<file path="src/hdl/dcw_defines.vh">
`ifndef DCW_DEFINES_VH
`define DCW_DEFINES_VH

// AHB-Lite register byte offsets
`define DCW_REG_WORD     8'h00
`define DCW_REG_CTRL     8'h04
`define DCW_REG_STATUS   8'h08
`define DCW_REG_LAST     8'h0c
`define DCW_REG_FIFO     8'h10
`define DCW_REG_ADDRW    8

// Control register bits
`define DCW_CTRL_START   0
`define DCW_CTRL_PERIPH  1

// Channel control word fields
`define DCW_SW_HI        25
`define DCW_SW_LO        24
`define DCW_RP_HI        17
`define DCW_RP_LO        14
`define DCW_CNT_HI       13
`define DCW_CNT_LO       4
`define DCW_CT_HI        2
`define DCW_CT_LO        0

// Source width codes
`define DCW_SW_BYTE      2'h0
`define DCW_SW_HALF      2'h1
`define DCW_SW_WORD      2'h2
`define DCW_SW_RSVD      2'h3

// Cycle type codes
`define DCW_CT_STOP      3'h0
`define DCW_CT_BASIC     3'h1
`define DCW_CT_AUTO      3'h2
`define DCW_CT_PING      3'h3
`define DCW_CT_MSG_PRI   3'h4
`define DCW_CT_MSG_ALT   3'h5
`define DCW_CT_PSG_PRI   3'h6
`define DCW_CT_PSG_ALT   3'h7

// AHB constants
`define DCW_HTRANS_NSEQ  1'b1
`define DCW_ONES_DATA    32'hffffffff
`define DCW_ZERO32       32'h00000000

`endif

</file>
<file path="src/hdl/dcw_fifo.v">
`timescale 1ns/1ps
`include "dcw_defines.vh"

module dcw_fifo #(
  parameter WIDTH = 32,
  parameter DEPTH = 16,
  parameter AW    = 4
) (
  input  wire             mclk,     // System clock
  input  wire             resetn,   // Sync reset, active low
  input  wire [WIDTH-1:0] in_data,  // Write data
  input  wire             in_valid, // Write request
  output wire             in_ready, // Not full
  output wire [WIDTH-1:0] out_data, // Head word
  output wire             out_valid,// Not empty
  input  wire             out_ready // Pop
);
  reg [WIDTH-1:0] mem [0:DEPTH-1];
  reg [AW:0]      wptr;
  reg [AW:0]      rptr;
  wire            push;
  wire            pop;

  // Extra pointer bit tells full from empty
  assign in_ready  = !((wptr[AW] != rptr[AW]) &&
                       (wptr[AW-1:0] == rptr[AW-1:0]));
  assign out_valid = (wptr != rptr);
  assign out_data  = mem[rptr[AW-1:0]];
  assign push      = in_valid && in_ready;
  assign pop       = out_valid && out_ready;

  // Pointer and storage update
  always @(posedge mclk) begin
    if (!resetn) begin
      wptr <= {(AW+1){1'b0}};
      rptr <= {(AW+1){1'b0}};
    end else begin
      if (push) begin
        mem[wptr[AW-1:0]] <= in_data;
        wptr              <= wptr + 1'b1;
      end
      if (pop)
        rptr <= rptr + 1'b1;
    end
  end
endmodule

</file>
<file path="src/hdl/dcw_decode.v">
`timescale 1ns/1ps
`include "dcw_defines.vh"

module dcw_decode (
  input  wire [31:0] word,       // Fetched channel control word
  output reg  [2:0]  unit_bytes, // Bytes per transfer, 0 when reserved
  output wire        width_ok,   // Source width usable
  output wire [3:0]  arb_power,  // Arbitration interval exponent
  output wire [10:0] total,      // Transfers remaining, 1..1024
  output wire [2:0]  cycle_type, // Cycle type code
  output wire        active,     // Cycle type is not stop
  output wire        scatter,    // Any scatter-gather code
  output wire        periph_sg,  // Peripheral scatter-gather code
  output wire        use_alt     // Alternate structure selected
);
  wire [1:0] sw;

  assign sw = word[`DCW_SW_HI:`DCW_SW_LO];

  // Width code to bytes; reserved code gives no transfer
  always @* begin
    case (sw)
      `DCW_SW_BYTE: unit_bytes = 3'h1;
      `DCW_SW_HALF: unit_bytes = 3'h2;
      `DCW_SW_WORD: unit_bytes = 3'h4;
      default:      unit_bytes = 3'h0;
    endcase
  end
  assign width_ok   = (sw != `DCW_SW_RSVD);

  assign arb_power  = word[`DCW_RP_HI:`DCW_RP_LO];
  // Count holds N minus one, in transfers
  assign total      = {1'b0, word[`DCW_CNT_HI:`DCW_CNT_LO]} + 11'h001;
  assign cycle_type = word[`DCW_CT_HI:`DCW_CT_LO];
  assign active     = (cycle_type != `DCW_CT_STOP);
  // Top bit marks scatter-gather, middle bit peripheral, low bit alt
  assign scatter    = cycle_type[2];
  assign periph_sg  = (cycle_type == `DCW_CT_PSG_PRI) ||
                      (cycle_type == `DCW_CT_PSG_ALT);
  assign use_alt    = scatter && cycle_type[0];
endmodule

</file>
<file path="src/hdl/dcw_channel.v">
// Design decisions made here: the AHB-Lite interface to the registers and the register addresses.
`timescale 1ns/1ps
`include "dcw_defines.vh"
// Functional notes
// - Source width 00 byte, 01 half word, 10 word, 11 reserved unused.
// - The four-bit interval field sets transfers between arbitrations.
// - The ten-bit count holds transfers minus one, 0x3ff meaning 1024.
// - Cycle type 000 stop, 001 basic, 010 autorequest, 011 ping-pong.
// - 100/101 memory scatter-gather, 110/111 peripheral, primary/alt.
// - Before re-arbitrating the word is written back with remaining count.
// - When a cycle ends the stored cycle type is set to 000.
// - Each burst is min(2 to the interval, remaining) transfers.

module dcw_channel #(
  parameter FIFO_DEPTH = 16,
  parameter FIFO_AW    = 4
) (
  input  wire        mclk,        // 25 MHz system clock
  input  wire        resetn,      // Sync reset, active low
  input  wire [31:0] haddr,       // AHB address
  input  wire [1:0]  htrans,      // AHB transfer type
  input  wire        hwrite,      // AHB write
  input  wire [2:0]  hsize,       // AHB size
  input  wire [31:0] hwdata,      // AHB write data
  input  wire        hsel,        // AHB select
  input  wire        hready,      // AHB bus ready
  output reg  [31:0] hrdata,      // AHB read data
  output reg         hreadyout,   // AHB slave ready
  output reg         hresp,       // AHB response, always OKAY
  output reg         xfer_strobe, // One pulse per data transfer
  output reg  [2:0]  xfer_bytes,  // Bytes of the current transfer
  output reg         arb_strobe,  // Pulse when the channel re-arbitrates
  output reg         done         // Pulse when a cycle completes
);
  // One-hot states
  localparam S_IDLE  = 6'h01;
  localparam S_FETCH = 6'h02;
  localparam S_XFER  = 6'h04;
  localparam S_WBACK = 6'h08;
  localparam S_ARB   = 6'h10;
  localparam S_DONE  = 6'h20;

  reg  [5:0]  state;
  reg  [31:0] stored_word;  // Descriptor copy in system memory
  reg  [31:0] fetched;      // Engine's working copy
  reg  [31:0] last_wb;      // Last value written back
  reg  [10:0] remaining;    // Transfers still to do
  reg  [10:0] burst_left;   // Transfers left before arbitration
  reg         periph;       // Channel serves a peripheral
  reg         start_req;    // Pending start request
  reg         busy;
  reg         ap_valid;
  reg         ap_write;
  reg  [7:0]  ap_addr;
  wire [2:0]  unit_bytes;
  wire        width_ok;
  wire [3:0]  arb_power;
  wire [10:0] total;
  wire [2:0]  cycle_type;
  wire        active;
  wire        scatter;
  wire        periph_sg;
  wire        use_alt;
  wire [10:0] burst_max;
  wire [10:0] burst_len;
  wire        fifo_in_ready;
  wire [31:0] fifo_out_data;
  wire        fifo_out_valid;
  wire        fifo_pop;
  wire        fifo_push;
  wire        ap_take;
  wire [9:0]  next_count;
  reg  [5:0]  next_state;   // Engine state after this edge
  reg  [FIFO_AW:0] fill;    // Mirror of the FIFO level
  wire [FIFO_AW:0] next_fill;
  wire        fifo_wr_take; // FIFO write address phase taken now
  wire        word_wr;      // Data phase of a control word write
  wire        ctrl_wr;      // Data phase of a control register write

  // Every field comes from the fetched copy, not the live descriptor
  dcw_decode u_dec (
    .word       (fetched),
    .unit_bytes (unit_bytes),
    .width_ok   (width_ok),
    .arb_power  (arb_power),
    .total      (total),
    .cycle_type (cycle_type),
    .active     (active),
    .scatter    (scatter),
    .periph_sg  (periph_sg),
    .use_alt    (use_alt)
  );

  // Data written by software streams out one word per transfer
  dcw_fifo #(
    .WIDTH (32),
    .DEPTH (FIFO_DEPTH),
    .AW    (FIFO_AW)
  ) u_fifo (
    .mclk      (mclk),
    .resetn    (resetn),
    .in_data   (hwdata),
    .in_valid  (fifo_push),
    .in_ready  (fifo_in_ready),
    .out_data  (fifo_out_data),
    .out_valid (fifo_out_valid),
    .out_ready (fifo_pop)
  );

  // Burst size: 2^power clipped at 1024, then at the remaining count
  assign burst_max = (arb_power >= 4'ha) ? 11'h400 :
                     (11'h001 << arb_power);
  assign burst_len = (burst_max < remaining) ? burst_max :
                     remaining;
  assign ap_take   = hsel && hready && htrans[1] == `DCW_HTRANS_NSEQ;
  // A transfer waits for a data word; the FIFO stalls the engine
  assign fifo_pop  = (state == S_XFER) && fifo_out_valid;
  assign fifo_push = ap_valid && ap_write &&
                     ap_addr == `DCW_REG_FIFO && fifo_in_ready;
  assign next_count = remaining[9:0] - 10'h001;
  assign word_wr    = ap_valid && ap_write && ap_addr == `DCW_REG_WORD;
  assign ctrl_wr    = ap_valid && ap_write && ap_addr == `DCW_REG_CTRL;

  // Level after this edge; top bit set means full, as depth is 2^AW
  assign next_fill    = fill + {{FIFO_AW{1'b0}}, fifo_push} -
                        {{FIFO_AW{1'b0}}, fifo_pop};
  assign fifo_wr_take = ap_take && hwrite &&
                        haddr[`DCW_REG_ADDRW-1:0] == `DCW_REG_FIFO;

  // Level mirror lets a write wait from its first data cycle
  always @(posedge mclk) begin
    if (!resetn)
      fill <= {(FIFO_AW+1){1'b0}};
    else
      fill <= next_fill;
  end

  // AHB address phase capture; FIFO writes stall while full
  always @(posedge mclk) begin
    if (!resetn) begin
      ap_valid  <= 1'b0;
      ap_write  <= 1'b0;
      ap_addr   <= 8'h00;
      hreadyout <= 1'b1;
      hresp     <= 1'b0;
    end else begin
      hresp <= 1'b0;
      if (ap_valid && ap_write && ap_addr == `DCW_REG_FIFO &&
          !fifo_in_ready) begin
        hreadyout <= 1'b0;
      end else begin
        // Ready is a register, so a write meeting a full FIFO must
        // be held low already in the cycle after its address phase
        hreadyout <= !(fifo_wr_take && next_fill[FIFO_AW]);
        ap_valid  <= ap_take;
        ap_write  <= hwrite;
        ap_addr   <= haddr[`DCW_REG_ADDRW-1:0];
      end
    end
  end

  // Read data, chosen during the address phase for a wait-free read
  always @(posedge mclk) begin
    if (!resetn) begin
      hrdata <= `DCW_ZERO32;
    end else if (ap_take && !hwrite) begin
      case (haddr[`DCW_REG_ADDRW-1:0])
        `DCW_REG_WORD:   hrdata <= stored_word;
        `DCW_REG_CTRL:   hrdata <= {30'h0, periph, 1'b0};
        `DCW_REG_STATUS: hrdata <= {9'h0, fifo_out_valid, fifo_in_ready,
                                    busy, state, remaining, use_alt,
                                    periph_sg, scatter};
        `DCW_REG_LAST:   hrdata <= last_wb;
        default:         hrdata <= `DCW_ZERO32;
      endcase
    end
  end

  // Next state of the channel engine
  always @* begin
    next_state = state;
    case (state)
      S_IDLE: begin
        if (start_req)
          next_state = S_FETCH;
      end
      S_FETCH: begin
        next_state = S_ARB;
      end
      S_ARB: begin
        // Stop code or reserved width ends with no transfer
        if (!active || !width_ok)
          next_state = S_DONE;
        else
          next_state = S_XFER;
      end
      S_XFER: begin
        // Last transfer ends the cycle; a spent burst writes back first
        if (fifo_pop && remaining == 11'h001)
          next_state = S_DONE;
        else if (fifo_pop && burst_left == 11'h001)
          next_state = S_WBACK;
      end
      S_WBACK: begin
        next_state = S_ARB;
      end
      S_DONE: begin
        next_state = S_IDLE;
      end
      default: begin
        next_state = S_IDLE;
      end
    endcase
  end

  // State register
  always @(posedge mclk) begin
    if (!resetn)
      state <= S_IDLE;
    else
      state <= next_state;
  end

  // Software control; a fresh start wins over clearing a taken one,
  // and a start while busy stays pending until the engine is idle
  always @(posedge mclk) begin
    if (!resetn) begin
      periph    <= 1'b0;
      start_req <= 1'b0;
    end else begin
      if (ctrl_wr)
        periph <= hwdata[`DCW_CTRL_PERIPH];
      if (ctrl_wr && hwdata[`DCW_CTRL_START])
        start_req <= 1'b1;
      else if (state == S_IDLE)
        start_req <= 1'b0;
    end
  end

  // Busy from the taken start until the completion pulse
  always @(posedge mclk) begin
    if (!resetn)
      busy <= 1'b0;
    else if (state == S_IDLE && start_req)
      busy <= 1'b1;
    else if (state == S_DONE)
      busy <= 1'b0;
  end

  // Working copy and counters
  always @(posedge mclk) begin
    if (!resetn) begin
      fetched    <= `DCW_ZERO32;
      remaining  <= 11'h000;
      burst_left <= 11'h000;
    end else begin
      case (state)
        S_FETCH: begin
          fetched   <= stored_word;
          remaining <= {1'b0, stored_word[`DCW_CNT_HI:`DCW_CNT_LO]} +
                       11'h001;
        end
        S_ARB: begin
          burst_left <= burst_len;
        end
        S_XFER: begin
          // A transfer waits for a data word, so the FIFO paces it
          if (fifo_pop) begin
            remaining  <= remaining - 11'h001;
            burst_left <= burst_left - 11'h001;
          end
        end
        default: begin
          remaining <= remaining;
        end
      endcase
    end
  end

  // Descriptor copy in memory; software may only write it while idle
  always @(posedge mclk) begin
    if (!resetn) begin
      stored_word <= `DCW_ZERO32;
      last_wb     <= `DCW_ZERO32;
    end else begin
      case (state)
        S_WBACK: begin
          // Count now reflects transfers still outstanding
          stored_word[`DCW_CNT_HI:`DCW_CNT_LO] <= next_count;
          last_wb <= {stored_word[31:`DCW_RP_LO], next_count,
                      stored_word[`DCW_CNT_LO-1:0]};
        end
        S_DONE: begin
          // Invalidate so the cycle is not replayed
          stored_word[`DCW_CT_HI:`DCW_CT_LO] <= `DCW_CT_STOP;
          last_wb <= {stored_word[31:`DCW_CT_HI+1],
                      `DCW_CT_STOP};
        end
        default: begin
          if (word_wr && !busy)
            stored_word <= hwdata; // Reserved bits stored, never used
        end
      endcase
    end
  end

  // Write-back and completion pulses last one cycle; the transfer strobe is high one cycle per pop, back to back within a burst while the FIFO holds data
  always @(posedge mclk) begin
    if (!resetn) begin
      xfer_strobe <= 1'b0;
      xfer_bytes  <= 3'h0;
      arb_strobe  <= 1'b0;
      done        <= 1'b0;
    end else begin
      xfer_strobe <= fifo_pop;
      arb_strobe  <= (state == S_WBACK);
      done        <= (state == S_DONE);
      if (fifo_pop)
        xfer_bytes <= unit_bytes;
    end
  end
endmodule

</file>
<file path="config.mk">
export PLATFORM = sky130hd
export DESIGN_NAME = dcw_channel
export DESIGN_NICKNAME = d
export VERILOG_FILES = /design/src/hdl/dcw_fifo.v /design/src/hdl/dcw_decode.v /design/src/hdl/dcw_channel.v
export VERILOG_INCLUDE_DIRS = /design/src /design/src/hdl
export SDC_FILE = /design/constraint.sdc
export NUM_CORES = 1
export LEC_CHECK = 0
export BUFFER_PORTS_ARGS = -buffer_cell sky130_fd_sc_hd__buf_2
export CAP_MARGIN = 20
export CORE_MARGIN = 4
export CORE_UTILIZATION = 47
export DETAILED_ROUTE_END_ITERATION = 16
export PLACE_DENSITY_LB_ADDON = 0.15
export RECOVER_POWER = 50
export SETUP_SLACK_MARGIN = 0.05
export SLEW_MARGIN = 20
export SYNTH_ARGS = -nofsm -noshare
export SYNTH_HDL_FRONTEND = slang
export SYNTH_HIERARCHICAL = 1
export SYNTH_SLANG_ARGS = --single-unit
export TNS_END_PERCENT = 50
</file>
<file path="constraint.sdc">
create_clock -name mclk -period 7.5 [get_ports mclk]
set_clock_uncertainty 0.15 [all_clocks]
set_input_delay 1.125 -clock mclk [delete_from_list [all_inputs] [get_ports mclk]]
set_output_delay 1.125 -clock mclk [all_outputs]
set_load 0.01 [all_outputs]
</file>
==> results of run 1 <==
final timing paths:
| kind | endpoint | depth (start not counted) |
|---|---|---|
| max | hrdata[4] | 8 |
| min reg2reg | last_wb[21] | 2 |
| min | last_wb[21] | 2 |
| max reg2reg | hreadyout | 16 |
power groups by stage:
stage | registers (mW) | logic, mW | clock network, mW
2_1_floorplan | 0.916 | 0.0199 | 0
4_1_cts | 0.896 | 0.0406 | 0.844
3_3_place_gp | 0.916 | 0.0403 | 0
5_1_grt | 0.896 | 0.0447 | 0.884
3_5_place_dp | 0.916 | 0.0407 | 0
6_report | 0.896 | 0.0406 | 0.830
registers in the layout, indices dropped and copies added (netlist names), 3 cells and up:
signal       flops
u_fifo/wptr      5
burst_left      11
ap_addr          8
u_fifo/rptr      5
stored_word     32
xfer_bytes       3
fetched          9
fill             5
state            6
hrdata          32
last_wb         32
remaining       11
per-stage QoR:
stage / std cells / power, mW
after detailed placement: 1235 / 0.957
after global placement: 1235 / 0.957
after CTS: 1266 / 1.78
after floorplan: 998 / 0.936
after global routing: 1266 / 1.82
final: 1266 / 1.77
cells in the final DEF, fill, tap and decap left out, types with 16 or more instances in the layout:
master     count
a21oi_1      105
clkbuf_16     17
nor3_1        16
xnor2_1       19
clkbuf_1      40
ha_1          23
nand2_1      183
nor2_1        51
buf_2         45
o21ai_0       59
dfxtp_1      168
inv_1         32
nand3_1       23
a22oi_1       59
worst max-delay path, stage by stage:
cell and delay [ns]:
buf_2 0.07, clkbuf_1 1.75, inv_1 0.50, buf_4 0.57
nor2_2 0.20, buf_4 0.37, a22oi_1 0.15, o21ai_1 0.11
per-layer routing:
metal,vias up,global-route usage [%]
met2,207,34.5
met3,25,5.17
met1,3368,31.9
li1,3591,-
met5,-,0
met4,2,5.82
layout make-up:
cell class	instances	share of cell area (%)
repair buffers	93	4.85
multi-input cells	721	47.1
clock inverters	13	1.25
flip-flops and latches	168	37.4
well taps	220	3.06
inverters	33	1.38
clock buffers	18	4.89
==> qor.csv, run 1 <==
stage,metric,value,unit
critical_path,Critical Path Start,resetn,
status,status,finished with violations,
layout,Layout Utilization,53.8,%
layout,Total Nets Final,1132,
critical_path,CP Data Arrival Time,4.92,ns
clock_tree,Skew-Pair Late Insertion Delay,0.44,ns
power,Internal,1.35,mW
layout,multi-input logic area,0.00424,sq mm
logic_synthesis,Avg Synthesized Cell Area,8.09,sq um
global_route,final global-route overflow total,0,
critical_path,startpoint types,primary input,
clock_tree,CTS clock-pin slew for the worst setup and hold paths,0.07,ns
detailed_routing,WL met3,1300,um
detailed_routing,DRC violations left,0,
global_route,largest net degree at the start of global routing,80,
sta,Worst Tran Pin Value,2.50,ns
logic_synthesis,Post-Synthesis Cells,998,
critical_path,Worst Setup End Kind,register,
power,Cell Pwr Density,197,mW/mm^2
global_route,initial antenna violation count,1,
job,maxcap violations,1,
place,I/O Buffers,84,
clock_tree,Sink Count,168,
clock_tree,CTS tree,built,
sta,Tmin final,4.70,ns
critical_path,flop2flop setup slack,3.29,ns
power,switching share of power,23.7,%
clock_tree,H-Tree Depth,4,
clock_tree,setup bufs post-CTS,0,
floorplan,DIE HEIGHT,139,um
clock_tree,clk buf depth,2,
sta,Final Cycle Share,62.7,%
layout,layout cells sized above 1,10.1,%
global_route,vias in the first global route,6642,
sta,Final setup viols,0,
detailed_routing,DR WL/cell,17.3,um
clock_tree,clk root buf,clkbuf_16,
floorplan,I/O pin cnt,114,
detailed_routing,post-route ant nets,0,
floorplan,initial core utilization,48.4,%
logic_synthesis,Ys Warns,6,
floorplan,DIE AREA,0.0193,sq mm
detailed_routing,Iter 0 DRT Violations,631,
detailed_routing,final WL,21900,um
logic_synthesis,Post-Synthesis Cell Area,0.00808,sq mm
place,post-DP HPWL,14800,um
critical_path,r2r startpoint,u_fifo/rptr[4],
critical_path,Worst Path Max Fanout,79,
detailed_routing,met2 wire len,9860,um
detailed_routing,metal1 wirelength,10400,um
sta,final setup margin,2.80,ns
critical_path,Worst Path Required,7.72,ns
power,Lkg Pwr,3.07,nW
layout,Filler cells,1682,
floorplan,core area,0.0167,sq mm
detailed_routing,drt pass-1 iters,5,
floorplan,FP Rows,47,
power,Max IR drop VDD,0.000145,V
clock_tree,CTS Buf Count,17,
min_path,worst hold start,last_wb[21],
power,Flop pwr share,50.7,%
min_path,type of the worst min-delay path,register to register,
floorplan,Die Width,139,um
layout,n_diodes,0,
layout,post-route cell area,0.00899,sq mm
place,DP Worst Slack,3.37,ns
detailed_routing,max layer used,met5,
sta,Hold WS,0.300,ns
place,DP Area,0.00849,sq mm
status,failing checks,"max-capacitance violations, max-slew violations",
sta,Worst slew margin,-66.7,%
global_route,overall routing resource usage,22.4,%
place,RD Place Congestion,0.838,
layout,Register Area,0.00336,sq mm
sta,Max Fclk,0.213,GHz
clock_tree,# resized after CTS,0,
detailed_routing,Via Count,7193,
sta,Final Hold Fails,0,
sta,setup TNS,0,ns
power,Net Switching,418,uW
power,Clk pwr share,47.0,%
critical_path,type of the worst setup path,primary input to register,
detailed_routing,vias per cell,5.68,
sta,RSZ-0062 raised after global routing,no,
clock_tree,Hold Buf Count CTS,0,
logic_synthesis,syn_nets,1096,
sta,Pins Over Slew Limit,55,
layout,"Area growth, synth to finish",11.2,%
power,combinational share of power,2.3,%
global_route,global-route wire length before repair,35300,um
Note: power is estimated with default switching activity, not from simulation.
==> inputs of run 2 (changes only) <==
- ABC_AREA: not set -> 1
- clock period: 7.5 -> 4.7 ns (I/O delays scaled with it)
==> run 2 against run 1 <==
The run still ends with max-capacitance violations, max-slew violations left. Combinational power increased by 140%. Non-clock buffer count increased by 2. Critical path type unchanged. Critical path depth is 4 lower. Sequential share of layout area shrank 2.1 points. Routed wire length is 3.4% higher. Critical endpoint is now stored_word[8].
==> qor.csv, run 2 <==
stage,metric,value,unit,change
job,maxcap violations,1,,unchanged
critical_path,Worst Path Max Fanout,59,,-25%
sta,RSZ-0062 raised after global routing,no,,
place,DP Worst Slack,1.20,ns,-2.17 ns
sta,Worst Tran Pin Value,2.32,ns,-0.177 ns
sta,Max Fclk,0.285,GHz,
status,failing checks,"max-capacitance violations, max-slew violations",,
detailed_routing,post-route ant nets,0,,unchanged
clock_tree,clk buf depth,2,,unchanged
min_path,type of the worst min-delay path,register to register,,
layout,most frequent cells in the layout,"nand2_1, nor2_1, dfxtp_1, nand3_1, inv_1",,
global_route,final global-route overflow total,0,,unchanged
power,Max IR drop VDD,0.000242,V,+67%
floorplan,initial core utilization,47.8,%,-0.60 points
clock_tree,CTS Buf Count,17,,unchanged
critical_path,r2r worst-path depth,17,,+1
detailed_routing,final WL,22600,um,+3.4%
detailed_routing,drt pass-1 iters,5,,unchanged
sta,Pins Over Slew Limit,60,,+9.1%
sta,setup TNS,0,ns,unchanged
clock_tree,Hold Buf Count CTS,0,,unchanged
place,RD Place Congestion,0.881,,+5.1%
layout,Filler cells,1825,,+8.5%
status,status,finished with violations,,
logic_synthesis,Avg Synthesized Cell Area,6.77,sq um,-16%
power,Cell Pwr Density,314,mW/mm^2,+60%
logic_synthesis,syn_nets,1361,,+24%
sta,Final Hold Fails,0,,unchanged
clock_tree,Skew-Pair Late Insertion Delay,0.43,ns,about the same
global_route,initial antenna violation count,0,,-1
layout,post-route cell area,0.00953,sq mm,+6.0%
sta,Worst slew margin,-54.9,%,+12 points
clock_tree,CTS tree,built,,
clock_tree,clk root buf,clkbuf_16,,
critical_path,r2r startpoint,u_fifo/wptr[1],,
min_path,WHS Path Cells,2,,unchanged
clock_tree,CTS clock-pin slew for the worst setup and hold paths,0.07,ns,about the same
clock_tree,Sink Count,168,,unchanged
power,Lkg Pwr,4.26,nW,+39%
critical_path,type of the worst setup path,primary input to register,,
min_path,worst hold start,hrdata[26],,
critical_path,Critical R2R Capture,hreadyout,,
layout,"most common cell after layout, fill and taps aside",nand2_1,,
floorplan,Die Width,143,um,+2.7%
layout,Total Nets Final,1398,,+23%
sta,final setup margin,1.19,ns,-1.61 ns
layout,layout cells sized above 1,8.61,%,-1.5 points
global_route,vias in the first global route,7485,,+13%
logic_synthesis,Ys Warns,6,,unchanged
logic_synthesis,Post-Synthesis Cells,1263,,+27%
floorplan,FP Rows,49,,+4.3%
critical_path,Worst Path Required,4.90,ns,-2.82 ns
min_path,worst hold endpoint,hrdata[26],,
place,I/O Buffers,84,,unchanged
global_route,global-route wire length before repair,37100,um,+5.0%
floorplan,DIE AREA,0.0204,sq mm,+5.5%
sta,Tmin final,3.51,ns,
clock_tree,# resized after CTS,0,,unchanged
sta,Final Cycle Share,74.7,%,
floorplan,I/O pin cnt,114,,unchanged
floorplan,core area,0.0179,sq mm,+7.2%
detailed_routing,vias per cell,5.23,,-7.9%
critical_path,Worst Setup End Kind,register,,
global_route,largest net degree at the start of global routing,60,,-25%
critical_path,CP Data Arrival Time,3.72,ns,-1.20 ns
clock_tree,setup bufs post-CTS,0,,unchanged
sta,Final setup viols,0,,unchanged
detailed_routing,DR WL/cell,14.7,um,-15%
critical_path,flop2flop setup slack,1.24,ns,-2.05 ns
critical_path,startpoint types,primary input,,
detailed_routing,Via Count,8071,,+12%
sta,Hold WS,0.314,ns,+0.0136 ns
place,post-DP HPWL,15500,um,+5.0%
global_route,overall routing resource usage,22.3,%,-0.17 points
clock_tree,H-Tree Depth,4,,unchanged
detailed_routing,DRC violations left,0,,unchanged
floorplan,DIE HEIGHT,143,um,+2.7%
layout,n_diodes,0,,unchanged
layout,"Area growth, synth to finish",11.4,%,
layout,Largest regs,"hrdata: 32 flops, last_wb: 32 flops, stored_word: 32 flops",,
place,DP Area,0.00897,sq mm,+5.7%
detailed_routing,Iter 0 DRT Violations,607,,-3.8%
logic_synthesis,Post-Synthesis Cell Area,0.00855,sq mm,+5.9%
run 2: worst max-delay path by stage:
stage / slack [ns] / cells after the start / end / start
2_1_floorplan: 1.52 / 17 / hreadyout / u_fifo/wptr[2]
3_3_place_gp: 1.25 / 17 / hreadyout / u_fifo/wptr[1]
3_5_place_dp: 1.20 / 17 / hreadyout / u_fifo/wptr[1]
4_1_cts: 1.18 / 17 / hreadyout / u_fifo/wptr[1]
5_1_grt: 0.89 / 4 / remaining[0] / resetn
6_report: 1.19 / 4 / stored_word[8] / resetn
run 2: per-stage QoR:
step,total power [mW],instances,util (%)
floorplan,1.53,1263,-
global placement,1.57,1510,50.1
detailed placement,1.57,1510,50.1
CTS,3.02,1542,53.6
global route,3.09,1542,53.2
finish,2.99,1542,53.2
run 2: where the power goes:
part,switching (mW),internal (mW)
registers,0.00550,1.43
clock network,0.638,0.821
logic,0.0665,0.0296
run 2: worst max-delay path, stage by stage:
cell and delay, ns:
buf_2 0.65, clkbuf_1 1.71, o21ai_0 0.37, a21oi_1 0.23
run 2: area by class of cell:
type	instances	area, sq um	area share [%]
multi-input combinational	895	4350	45.7
timing repair buffer	95	447	4.69
tap	229	287	3.01
sequential	168	3360	35.3
inverter	123	463	4.86
clock inverter	14	176	1.85
clock buffer	18	439	4.61
run 2: layer usage:
metal	part of all wire [%]	up-vias	wire length (um)	track usage [%]
met2	48	198	10900	37.4
li1	-	4150	-	-
met4	1.9	0	421	6.80
met5	0	-	0	0
met1	45	3690	10200	29.5
met3	5.1	33	1150	3.48
